## config.mk

```make
export PLATFORM = sky130hd
export DESIGN_NAME = cxr_regs
export DESIGN_NICKNAME = d
export VERILOG_FILES = /design/src/core/cxr_mode_fsm.v /design/src/core/cxr_regs.v /design/src/core/cxr_sync2.v
export VERILOG_INCLUDE_DIRS = /design/src /design/src/core
export SDC_FILE = /design/constraint.sdc
export NUM_CORES = 1
export LEC_CHECK = 0
export ABC_AREA = 1
export BUFFER_PORTS_ARGS = -buffer_cell sky130_fd_sc_hd__buf_2
export CAP_MARGIN = 20
export CORE_MARGIN = 1.5
export CORE_UTILIZATION = 30
export CTS_BUF_LIST = sky130_fd_sc_hd__clkbuf_16
export CTS_CLUSTER_SIZE = 16
export DETAILED_ROUTE_END_ITERATION = 8
export HOLD_SLACK_MARGIN = 0.15
export SYNTH_ARGS = -nofsm -noshare
export SYNTH_HDL_FRONTEND = slang
export SYNTH_SLANG_ARGS = --single-unit
export TNS_END_PERCENT = 50
```

## constraint.sdc

```tcl
create_clock -name clock_i -period 0.9 [get_ports clock_i]
set_input_delay 0.09 -clock clock_i [delete_from_list [all_inputs] [get_ports clock_i]]
set_output_delay 0.09 -clock clock_i [all_outputs]
set_load 0.05 [all_outputs]
```

## src/core/cxr_consts.vh

```
// Constants for the transceiver control and status register pair
`ifndef CXR_CONSTS_VH
`define CXR_CONSTS_VH

// ***********************************
// Register map
// ***********************************
`define CXR_ADDR_W 7
`define CXR_CTRL_ADDR 7'h20
`define CXR_STAT_ADDR 7'h22
`define CXR_PN_CFG_LO 7'h26
`define CXR_PN_CFG_HI 7'h6f

// ***********************************
// Control fields
// ***********************************
`define CXR_CTRL_FD 6
`define CXR_CTRL_PNOK 5
`define CXR_CTRL_SWK 4
`define CXR_CTRL_MASK 8'h73
`define CXR_CTRL_RST 8'h00

// ***********************************
// Mode codes
// ***********************************
`define CXR_MODE_OFF 2'h0
`define CXR_MODE_ACT_UV 2'h1
`define CXR_MODE_ACT_NUV 2'h2
`define CXR_MODE_LISTEN 2'h3

// ***********************************
// Transceiver states
// ***********************************
`define CXR_ST_OFFLINE 2'h0
`define CXR_ST_ACTIVE 2'h1
`define CXR_ST_LISTEN 2'h2
`define CXR_ST_CANOFF 2'h3

`endif

```

## src/core/cxr_mode_fsm.v

```verilog
// Transceiver operating mode state machine
`timescale 1ns/1ps
`default_nettype none
`include "cxr_consts.vh"
module cxr_mode_fsm (
	// Clock and reset
	input wire clock_i,
	input wire rst_i,
	// Control
	input wire [1:0] mode_sel_i,
	input wire normal_mode_i,
	input wire txd_low_i,
	input wire supply_low_i,
	input wire bat_low_i,
	// State
	output reg [1:0] state_o
);
	// Codes shared with the register block, which decodes active and listen-only
	localparam [1:0] ST_OFFLINE = `CXR_ST_OFFLINE;
	localparam [1:0] ST_ACTIVE = `CXR_ST_ACTIVE;
	localparam [1:0] ST_LISTEN = `CXR_ST_LISTEN;
	localparam [1:0] ST_CANOFF = `CXR_ST_CANOFF;

	reg [1:0] state_nxt;

	always @* begin
		state_nxt = ST_OFFLINE;
		if (bat_low_i) begin
			state_nxt = ST_CANOFF;
		end else if (!normal_mode_i) begin
			state_nxt = ST_OFFLINE;
		end else begin
			case (mode_sel_i)
				`CXR_MODE_OFF: state_nxt = ST_OFFLINE;
				`CXR_MODE_ACT_UV: begin
					if (supply_low_i)
						state_nxt = ST_OFFLINE;
					else if (txd_low_i && state_o != ST_ACTIVE)
						state_nxt = ST_LISTEN;
					else
						state_nxt = ST_ACTIVE;
				end
				`CXR_MODE_ACT_NUV: begin
					if (txd_low_i && state_o != ST_ACTIVE)
						state_nxt = ST_LISTEN;
					else
						state_nxt = ST_ACTIVE;
				end
				`CXR_MODE_LISTEN: state_nxt = ST_LISTEN;
				default: state_nxt = ST_OFFLINE;
			endcase
		end
	end

	always @(posedge clock_i or posedge rst_i) begin
		if (rst_i)
			state_o <= ST_OFFLINE;
		else
			state_o <= state_nxt;
	end
endmodule // cxr_mode_fsm
`default_nettype wire

```

## src/core/cxr_regs.v

```verilog
// Control and status register pair of the CAN transceiver
`timescale 1ns/1ps
`default_nettype none
`include "cxr_consts.vh"
module cxr_regs (
	// Clock and reset
	input wire clock_i,
	input wire rst_i,
	// Register access from the serial interface (same clock)
	input wire [`CXR_ADDR_W-1:0] reg_addr_i,
	input wire reg_wr_i,
	input wire [7:0] reg_wdata_i,
	output reg [7:0] reg_rdata_o,
	// Device state, asynchronous
	input wire normal_mode_i,
	input wire txd_i,
	input wire supply_low_i,
	input wire bat_low_i,
	input wire osc_locked_i,
	input wire bus_silent_i,
	input wire tx_timeout_i,
	input wire frame_detect_error_i,
	// Transceiver control
	output reg fd_tolerance_enable_o,
	output reg selective_wake_enable_o,
	output reg pn_config_valid_o,
	output reg tx_enable_o,
	output reg rx_enable_o,
	output reg bias_enable_o,
	output reg active_mode_o
);
	// ***********************************
	// Input synchronisation
	// ***********************************
	wire [7:0] async_in;
	wire [7:0] sync_in;
	assign async_in = {normal_mode_i, ~txd_i, supply_low_i, bat_low_i,
		osc_locked_i, bus_silent_i, tx_timeout_i, frame_detect_error_i};

	cxr_sync2 #(.W(8)) u_sync (
		.clock_i(clock_i),
		.rst_i(rst_i),
		.d_i(async_in),
		.q_o(sync_in)
	);

	wire s_normal;
	wire s_txd_low;
	wire s_supply_low;
	wire s_bat_low;
	wire s_osc;
	wire s_silent;
	wire s_tx_to;
	wire s_fde;
	assign s_normal = sync_in[7];
	assign s_txd_low = sync_in[6];
	assign s_supply_low = sync_in[5];
	assign s_bat_low = sync_in[4];
	assign s_osc = sync_in[3];
	assign s_silent = sync_in[2];
	assign s_tx_to = sync_in[1];
	assign s_fde = sync_in[0];

	// ***********************************
	// Address decoding
	// ***********************************
	// Only the range of the configuration block matters; its contents live elsewhere
	function is_pn_cfg;
		input [`CXR_ADDR_W-1:0] a;
		begin
			is_pn_cfg = (a >= `CXR_PN_CFG_LO) && (a <= `CXR_PN_CFG_HI);
		end
	endfunction

	function addr_hit;
		input [`CXR_ADDR_W-1:0] a;
		input [`CXR_ADDR_W-1:0] target;
		begin
			addr_hit = (a == target);
		end
	endfunction

	wire sel_ctrl;
	wire sel_stat;
	assign sel_ctrl = addr_hit(reg_addr_i, `CXR_CTRL_ADDR);
	assign sel_stat = addr_hit(reg_addr_i, `CXR_STAT_ADDR);

	// ***********************************
	// Write decoding
	// ***********************************
	wire wr_ctrl;
	wire wr_pn_cfg;
	// Writes to the status address fall through and are dropped
	assign wr_ctrl = reg_wr_i && sel_ctrl;
	assign wr_pn_cfg = reg_wr_i && is_pn_cfg(reg_addr_i);

	// ***********************************
	// Control register
	// ***********************************
	reg [7:0] ctrl_r;
	reg [7:0] ctrl_nxt;

	always @* begin
		ctrl_nxt = ctrl_r;
		if (wr_ctrl) begin
			// Mask keeps reserved bits at zero whatever is written
			ctrl_nxt = reg_wdata_i & `CXR_CTRL_MASK;
		end
		if (wr_pn_cfg) begin
			ctrl_nxt[`CXR_CTRL_PNOK] = 1'b0;
		end
	end

	always @(posedge clock_i or posedge rst_i) begin
		if (rst_i) begin
			ctrl_r <= `CXR_CTRL_RST;
		end else begin
			ctrl_r <= ctrl_nxt;
		end
	end

	// ***********************************
	// Control fields
	// ***********************************
	wire fd_tolerance_enable;
	wire pn_config_valid;
	wire selective_wake_enable;
	wire [1:0] transceiver_mode_select;
	assign fd_tolerance_enable = ctrl_r[`CXR_CTRL_FD];
	assign pn_config_valid = ctrl_r[`CXR_CTRL_PNOK];
	assign selective_wake_enable = ctrl_r[`CXR_CTRL_SWK];
	assign transceiver_mode_select = ctrl_r[1:0];

	// ***********************************
	// Operating mode
	// ***********************************
	wire [1:0] xcvr_state;
	// Mode changes take effect one cycle after the control write lands
	cxr_mode_fsm u_fsm (
		.clock_i(clock_i),
		.rst_i(rst_i),
		.mode_sel_i(transceiver_mode_select),
		.normal_mode_i(s_normal),
		.txd_low_i(s_txd_low),
		.supply_low_i(s_supply_low),
		.bat_low_i(s_bat_low),
		.state_o(xcvr_state)
	);

	// ***********************************
	// Derived state
	// ***********************************
	wire is_active;
	wire is_listen;
	wire rx_path_on;
	wire tx_allowed;
	assign is_active = (xcvr_state == `CXR_ST_ACTIVE);
	assign is_listen = (xcvr_state == `CXR_ST_LISTEN);
	// Receiver and bias serve both listening and active operation
	assign rx_path_on = is_active | is_listen;
	// Transmitter stays off on time-out to protect the bus
	assign tx_allowed = is_active && !s_tx_to;

	// ***********************************
	// Status bits
	// ***********************************
	wire pn_error_flag;
	wire pn_config_status;
	wire pn_osc_locked;
	wire bus_silence_flag;
	wire supply_low_flag;
	wire tx_timeout_flag;
	// Unconfirmed configuration counts as an error; wake-up falls back to the pattern
	assign pn_error_flag = s_fde | ~pn_config_valid;
	assign pn_config_status = pn_config_valid;
	assign pn_osc_locked = s_osc;
	assign bus_silence_flag = s_silent;
	// Supply indication only meaningful with detection enabled
	assign supply_low_flag = s_supply_low &&
		(transceiver_mode_select == `CXR_MODE_ACT_UV);
	assign tx_timeout_flag = s_tx_to;

	// ***********************************
	// Status assembly
	// ***********************************
	wire [7:0] status;
	assign status = {
		is_active,
		pn_error_flag,
		pn_config_status,
		pn_osc_locked,
		bus_silence_flag,
		1'b0,
		supply_low_flag,
		tx_timeout_flag
	};

	// ***********************************
	// Read data
	// ***********************************
	reg [7:0] rdata_nxt;

	always @* begin
		case ({sel_stat, sel_ctrl})
			2'h1: begin
				rdata_nxt = ctrl_r;
			end
			2'h2: begin
				rdata_nxt = status;
			end
			default: begin
				// Unmapped addresses read as zero
				rdata_nxt = 8'h00;
			end
		endcase
	end

	// Registered so the host sees a settled byte one cycle after the address
	always @(posedge clock_i or posedge rst_i) begin
		if (rst_i) begin
			reg_rdata_o <= 8'h00;
		end else begin
			reg_rdata_o <= rdata_nxt;
		end
	end

	// ***********************************
	// Transceiver control outputs
	// ***********************************
	reg fd_out_nxt;
	reg swk_out_nxt;
	reg pnok_out_nxt;
	reg tx_out_nxt;
	reg rx_out_nxt;
	reg bias_out_nxt;
	reg active_out_nxt;

	always @* begin
		fd_out_nxt = fd_tolerance_enable;
		swk_out_nxt = selective_wake_enable;
		pnok_out_nxt = pn_config_valid;
		tx_out_nxt = tx_allowed;
		rx_out_nxt = rx_path_on;
		bias_out_nxt = rx_path_on;
		active_out_nxt = is_active;
	end

	// Each output leaves its own flip-flop, so pins never see decode glitches
	always @(posedge clock_i or posedge rst_i) begin
		if (rst_i) begin
			fd_tolerance_enable_o <= 1'b0;
		end else begin
			fd_tolerance_enable_o <= fd_out_nxt;
		end
	end

	always @(posedge clock_i or posedge rst_i) begin
		if (rst_i) begin
			selective_wake_enable_o <= 1'b0;
		end else begin
			selective_wake_enable_o <= swk_out_nxt;
		end
	end

	always @(posedge clock_i or posedge rst_i) begin
		if (rst_i) begin
			pn_config_valid_o <= 1'b0;
		end else begin
			pn_config_valid_o <= pnok_out_nxt;
		end
	end

	always @(posedge clock_i or posedge rst_i) begin
		if (rst_i) begin
			tx_enable_o <= 1'b0;
		end else begin
			tx_enable_o <= tx_out_nxt;
		end
	end

	always @(posedge clock_i or posedge rst_i) begin
		if (rst_i) begin
			rx_enable_o <= 1'b0;
		end else begin
			rx_enable_o <= rx_out_nxt;
		end
	end

	always @(posedge clock_i or posedge rst_i) begin
		if (rst_i) begin
			bias_enable_o <= 1'b0;
		end else begin
			bias_enable_o <= bias_out_nxt;
		end
	end

	always @(posedge clock_i or posedge rst_i) begin
		if (rst_i) begin
			active_mode_o <= 1'b0;
		end else begin
			active_mode_o <= active_out_nxt;
		end
	end
endmodule // cxr_regs
`default_nettype wire

```

## src/core/cxr_sync2.v

```verilog
// Two-flop synchroniser bank for asynchronous status inputs
`timescale 1ns/1ps
`default_nettype none
module cxr_sync2 #(
	parameter W = 8
) (
	// Clock and reset
	input wire clock_i,
	input wire rst_i,
	// Data
	input wire [W-1:0] d_i,
	output wire [W-1:0] q_o
);
	reg [W-1:0] meta_r;
	reg [W-1:0] sync_r;

	always @(posedge clock_i or posedge rst_i) begin
		if (rst_i) begin
			meta_r <= {W{1'b0}};
			sync_r <= {W{1'b0}};
		end else begin
			meta_r <= d_i;
			sync_r <= meta_r;
		end
	end

	assign q_o = sync_r;
endmodule // cxr_sync2
`default_nettype wire

```

# == Word-level counts from Yosys, hierarchy flattened ==
# Cells that the tools add are included.
# op_classes
magnitude_cmp,2
reduce_logical,9
eq_ne,10
n_bitwise,4
mux,8
# op_table
operator,n
$pmux W8 S2,1
$eq A7 B6 Y1 const B,2
$eq A2 B2 Y1 const B,4
$mux W2,4
$pmux W2 S4,1
$ge A7 B6 Y1 const B,1
$le A7 B7 Y1 const B,1
$eq A2 B1 Y1 const B,3
$logic_and A1 B1 Y1,6
$mux W6,1
$logic_not A2 Y1,1
$ne A2 B1 Y1 const B,1
$not A1 Y1,2
$or A1 B1 Y1,2
$reduce_bool A2 Y1,1
$logic_not A1 Y1,1
$mux W1,1
# word_totals
input_bits,26
output_inout_bits,15
register_bits,37

# == Depth between registers and ports, before layout ==
# depth
ltp_word,7
ltp_mapped,9

# == Cells and area by module ==
# A second synthesis with hierarchy kept.
# unflattened
hier_cells,127
area_unflattened_um2,1345.0
# modules_own_cells
module,n_inst,seq_area_each_um2,area_per_inst_um2,cells_each
cxr_regs,1,450.4,818.3,91
cxr_sync2,1,400.4,404.1,17
cxr_mode_fsm,1,50.0,122.6,19

# == Worst setup path before layout ==
# Ideal clock, no wire load.
# synth_path
path_type,in2reg
from,in reg_addr_i[5]
to,reg reg_rdata_o[6]
arrival_ns,1.103
setup_slack_ns,-0.286
path_buffers,0
path_stages,9
path_cell_list,inv_2 -> nor2_2 -> nand2_2 -> nor4_2 -> inv_1 -> ha_1 -> inv_1 -> nand2_1 -> o21ai_0
# synth_between
elab_chain_cells,3
# synth_lines
element,line_no,rtl
"start, declared",cxr_regs.v:10,"input wire [`CXR_ADDR_W-1:0] reg_addr_i,"
$eq A7 B6 Y1,cxr_regs.v:79,addr_hit = (a == target);
$eq A2 B2 Y1 or $eq A2 B1 Y1 (tied branches),cxr_regs.v:204,"case ({sel_stat, sel_ctrl})"
$pmux W8 S2 *,cxr_regs.v:204,
named net rdata_nxt[6],cxr_regs.v:201,reg [7:0] rdata_nxt;
"end signal, assigned",cxr_regs.v:223,reg_rdata_o <= rdata_nxt;
"end, declared",cxr_regs.v:13,"output reg [7:0] reg_rdata_o,"
# The timed path passes the listed nets; every way through them passes the cells marked *.
# A chain may end at the register's enable or synchronous reset.

# == Final worst setup path ==
# layout_path
from,in reg_addr_i[2]
to,reg reg_rdata_o[1]
# The elaborated chain is that of the path after synthesis.

==> impl_summary.md <==
Outcome
The run finished, with violations left. The final reports fail on negative setup slack.

Die
The number of standard-cell rows in the floorplan is 23. From bottom edge to top edge, the die measures 69.3 um. The core region is 4120 sq um. The total die area is between 4000 and 5000 sq um. The effective utilization at floorplan is 0.321. The die is between 60 and 70 um wide.

41 I/O pins were placed.

Drt
For this block, the initial DRC count from the detailed router was 13. The vias after detailed routing is around 990. The iteration count of the initial detailed-routing pass is 4. The detailed-route DRC error count is 0. Using the TritonRoute via totals, the vias-per-cell ratio works out to between 4 and 5. The detail route stage leaves a number of antenna-violating nets equal to 0. After detailed routing, the total wire length is 2.67 mm.

The detail-routed net length per standard cell is between 10 and 15 um.

Finish
The count of filler cells inserted in the layout is ~350. The most frequent standard cell in the layout excluding fill and tap cells is sky130_fd_sc_hd__dfrtp_1. For this run, the post-layout net count is 212. The finished layout holds approximately 230 standard cells, fillers aside.

In the layout the commonest cells are sky130_fd_sc_hd__dfrtp_1 (36), sky130_fd_sc_hd__buf_2 (18), sky130_fd_sc_hd__inv_1 (16). The relative area change from synthesis to final layout is 68.8%. 0 antenna diodes ended up in the layout.

Of the cells placed in the final design, the portion with a size suffix greater than 1 is 0.473.

Power
Of the total power, the share spent switching nets is 0.214. The part of the total power dissipated in the clock network is 0.461. The combinational share of power is 0.112. The net switching component of the power is slightly below 900 uW.

The peak ir drop on the vdd network is between 1000 and 1500 uV. The share of total power dissipated in sequential elements is 0.427. The internal portion of the total power is 3190 uW. Summed over all cells, the static leakage comes to ~0.0011 uW. Power spread over the standard cell area amounts to around 1800 nW/um^2.

Setup path
The element type at the critical path start is a primary input. The cell type with the highest occurrence count on the critical path is sky130_fd_sc_hd__inv_6. STA classifies the critical path endpoint as a register. The critical path goes through buf_8 > inv_6 > nand2_8 > nor4_4 > inv_1 > ha_4 > inv_6 > nand2_4 > o22ai_2. The launch point of the critical path is reg_addr_i[2]. Data arrives at the worst endpoint at 1.17 ns. The critical-path maximum fanout is 4. The required time at the worst-slack endpoint is 1.06 ns. The highest cell delay on the worst timing path is approximately 0.33 ns. The slowest stage of the critical path is the sky130_fd_sc_hd__ha_4 cell. The critical path is of the primary input to register type.

The startpoint identified for the worst register-to-register timing path is u_fsm.state_o[1]$_DFF_PP0_.

Placed design
Input and output buffers added on the ports amount to 36. The cell count after placement is ~210. The HPWL reported at the end of detailed placement is roughly 1.8 mm. The final RePlAce weighted congestion is just over 0.8.

Yosys
The mapped cell area is around 1300 sq um. The number of warnings printed during yosys synthesis is 0. The cell count after synthesis is between 100 and 150.

The average instance in the mapped netlist occupies about 11 sq um. The biggest area consumer among synthesized cells is sky130_fd_sc_hd__dfrtp_1. The register bit total from synthesis is 36. The sequential fraction of the synthesis area is 0.682. In this run, distinct cell masters in the synthesized netlist total 22.

The post-synthesis net count is ~150. Sorting the synthesized cells by area gives the leading types as sky130_fd_sc_hd__dfrtp_1 (68%), sky130_fd_sc_hd__inv_1 (5.7%), sky130_fd_sc_hd__nand2_1 (5.1%). The share of the synthesized area in the top cell type is 0.682.

CTS
Counting along the longest clock path gives a buffer depth of 2. Counting the buffers created by CTS gives 5. The insertion delay of the later-clocked pin in the worst-skew pair is about 0.27 ns.

The cell sitting at the root of the clock tree is a sky130_fd_sc_hd__clkbuf_16. TritonCTS built the clock tree. After clock tree synthesis, the clock-pin slew on the worst setup and hold paths is 0.05 ns. The number of sinks driven by the clock tree is 36. The depth of the CTS H-tree is 2.

Global routing
The initial antenna violation count is 0. The global-route congestion overflow total is 0. Entering global routing, the biggest net connects 37 pins.

Across every metal layer, demand over resource in global routing totals 0.126. The number of global-route vias before repair is ~1100. The first global-routing pass estimated 4.62 mm of wire.

Worst hold path
The worst hold path belongs to the class primary input to register. The origin of the worst min-delay path is reg_wr_i.

Timing
The slack of the critical path is -0.114 ns. Setup repair after global routing could not meet its margin everywhere. After routing, the total negative slack on setup checks comes to -0.527 ns. For the finished layout, the period the worst path requires is between 1 and 1.5 ns. Dividing the final minimum period by the clock period gives 1.13. Based on the critical path, the design can be clocked at up to 0.986 GHz.

The final hold slack is around 0.22 ns. The final count of hold timing violations is 0. Setup violations remaining at the end of the flow were counted as 11. The final count of pins violating max slew came to 0. The worst clock skew is 0.00233 ns.

Flow run
Max-cap violations in this run came to 0.
-- cell usage after synthesis --
master,number
sky130_fd_sc_hd__dfrtp_1,36
sky130_fd_sc_hd__inv_1,20
sky130_fd_sc_hd__nand2_1,18
sky130_fd_sc_hd__nand3_1,6
sky130_fd_sc_hd__nor2_1,6
sky130_fd_sc_hd__o21ai_1,6
sky130_fd_sc_hd__inv_2,4
sky130_fd_sc_hd__ha_1,3
sky130_fd_sc_hd__buf_4,2
sky130_fd_sc_hd__nand2_2,2
sky130_fd_sc_hd__nand3_2,2
sky130_fd_sc_hd__o21ai_0,2
sky130_fd_sc_hd__a21oi_1,1
sky130_fd_sc_hd__a22oi_1,1
sky130_fd_sc_hd__conb_1,1
sky130_fd_sc_hd__nand2_4,1
sky130_fd_sc_hd__nor2_2,1
sky130_fd_sc_hd__nor3_1,1
sky130_fd_sc_hd__nor3_2,1
sky130_fd_sc_hd__nor3_4,1
sky130_fd_sc_hd__nor4_2,1
sky130_fd_sc_hd__o22ai_1,1
-- final timing paths --
check,to,slack (ns),cells past startpoint
max,reg_rdata_o[1]$_DFF_PP0_,-0.11,9
min,ctrl_r[5]$_DFFE_PP0P_,0.22,6
max reg2reg,u_fsm.state_o[0]$_DFF_PP0_,-0.07,6
min reg2reg,u_sync.q_o[0]$_DFF_PP0_,0.35,0
max in group asynchronous,u_sync.q_o[4]$_DFF_PP0_,0.31,4
min in group asynchronous,u_sync.meta_r[6]$_DFF_PP0_,0.41,4
-- registers in the layout (all words and copies together) (netlist names), 2 cells and up --
signal	flops
u_sync.meta_r	8
u_fsm.state_o	2
ctrl_r	5
reg_rdata_o	7
u_sync.q_o	8
-- routing by layer --
metal | vias up | wire length, um | share of wire | track usage
li1 | 486 | - | - | -
met1 | 459 | 1020 | 0.38 | 0.132
met2 | 30 | 1390 | 0.52 | 0.221
met3 | 12 | 111 | 0.042 | 0.0305
met4 | 0 | 145 | 0.054 | 0.0871
met5 | - | 0 | 0 | 0
-- kinds of logic (layout without fill, tap and decap cells) --
logic type,count (synthesis),after routing,synth area share
buffers and inverters,26,93,0.0796
other,1,1,0.00284
AND/OR/NAND/NOR,40,40,0.162
AO/OA/AOI/OAI,11,11,0.0446
flip-flops,36,36,0.682
adder cells (fa/ha/maj),3,3,0.0284
-- cell type report --
cell class / count / area [sq um] / share of cell area
inverter: 24 / 115 / 0.0517
sequential: 36 / 901 / 0.404
multi-input combinational: 55 / 445 / 0.200
clock inverter: 3 / 37.5 / 0.0168
tap: 50 / 62.6 / 0.0281
timing repair buffer: 61 / 542 / 0.243
clock buffer: 5 / 125 / 0.0561
-- power groups by stage --
stage / Sequential (uW) / Combinational [uW] / Clock [uW]
finish: 1730 / 454 / 1870
global route: 1740 / 495 / 1970
CTS: 1730 / 444 / 1900
detailed placement: 1750 / 340 / 0
global placement: 1750 / 330 / 0
floorplan: 1800 / 154 / 0
-- worst max-delay path: cells and delay by family --
| family | cells | cell delay (ns) |
|---|---|---|
| buf+inv | 4 | 0.31 |
| fa+ha+maj | 1 | 0.33 |
| simple gates | 3 | 0.36 |
| compound gates | 1 | 0.08 |
-- metrics by stage --
stage,area (sq um),worst slack [ns],total power (uW),utilization
2_1_floorplan,1380,-0.170,1960,-
3_3_place_gp,1670,-0.373,2080,0.406
3_5_place_dp,1670,-0.423,2090,0.406
4_1_cts,2180,-0.0817,4080,0.530
5_1_grt,2230,-0.172,4200,0.542
6_report,2230,-0.114,4050,0.542
-- repair_timing --
item,CTS,global route
buffers inserted,2,1
endpoints found under the setup margin,24,20
hold buffers,15,0
resized for setup,55,11
pin swaps,4,0
endpoints found under the hold margin,49,0
(Power assumes the default switching activity.)
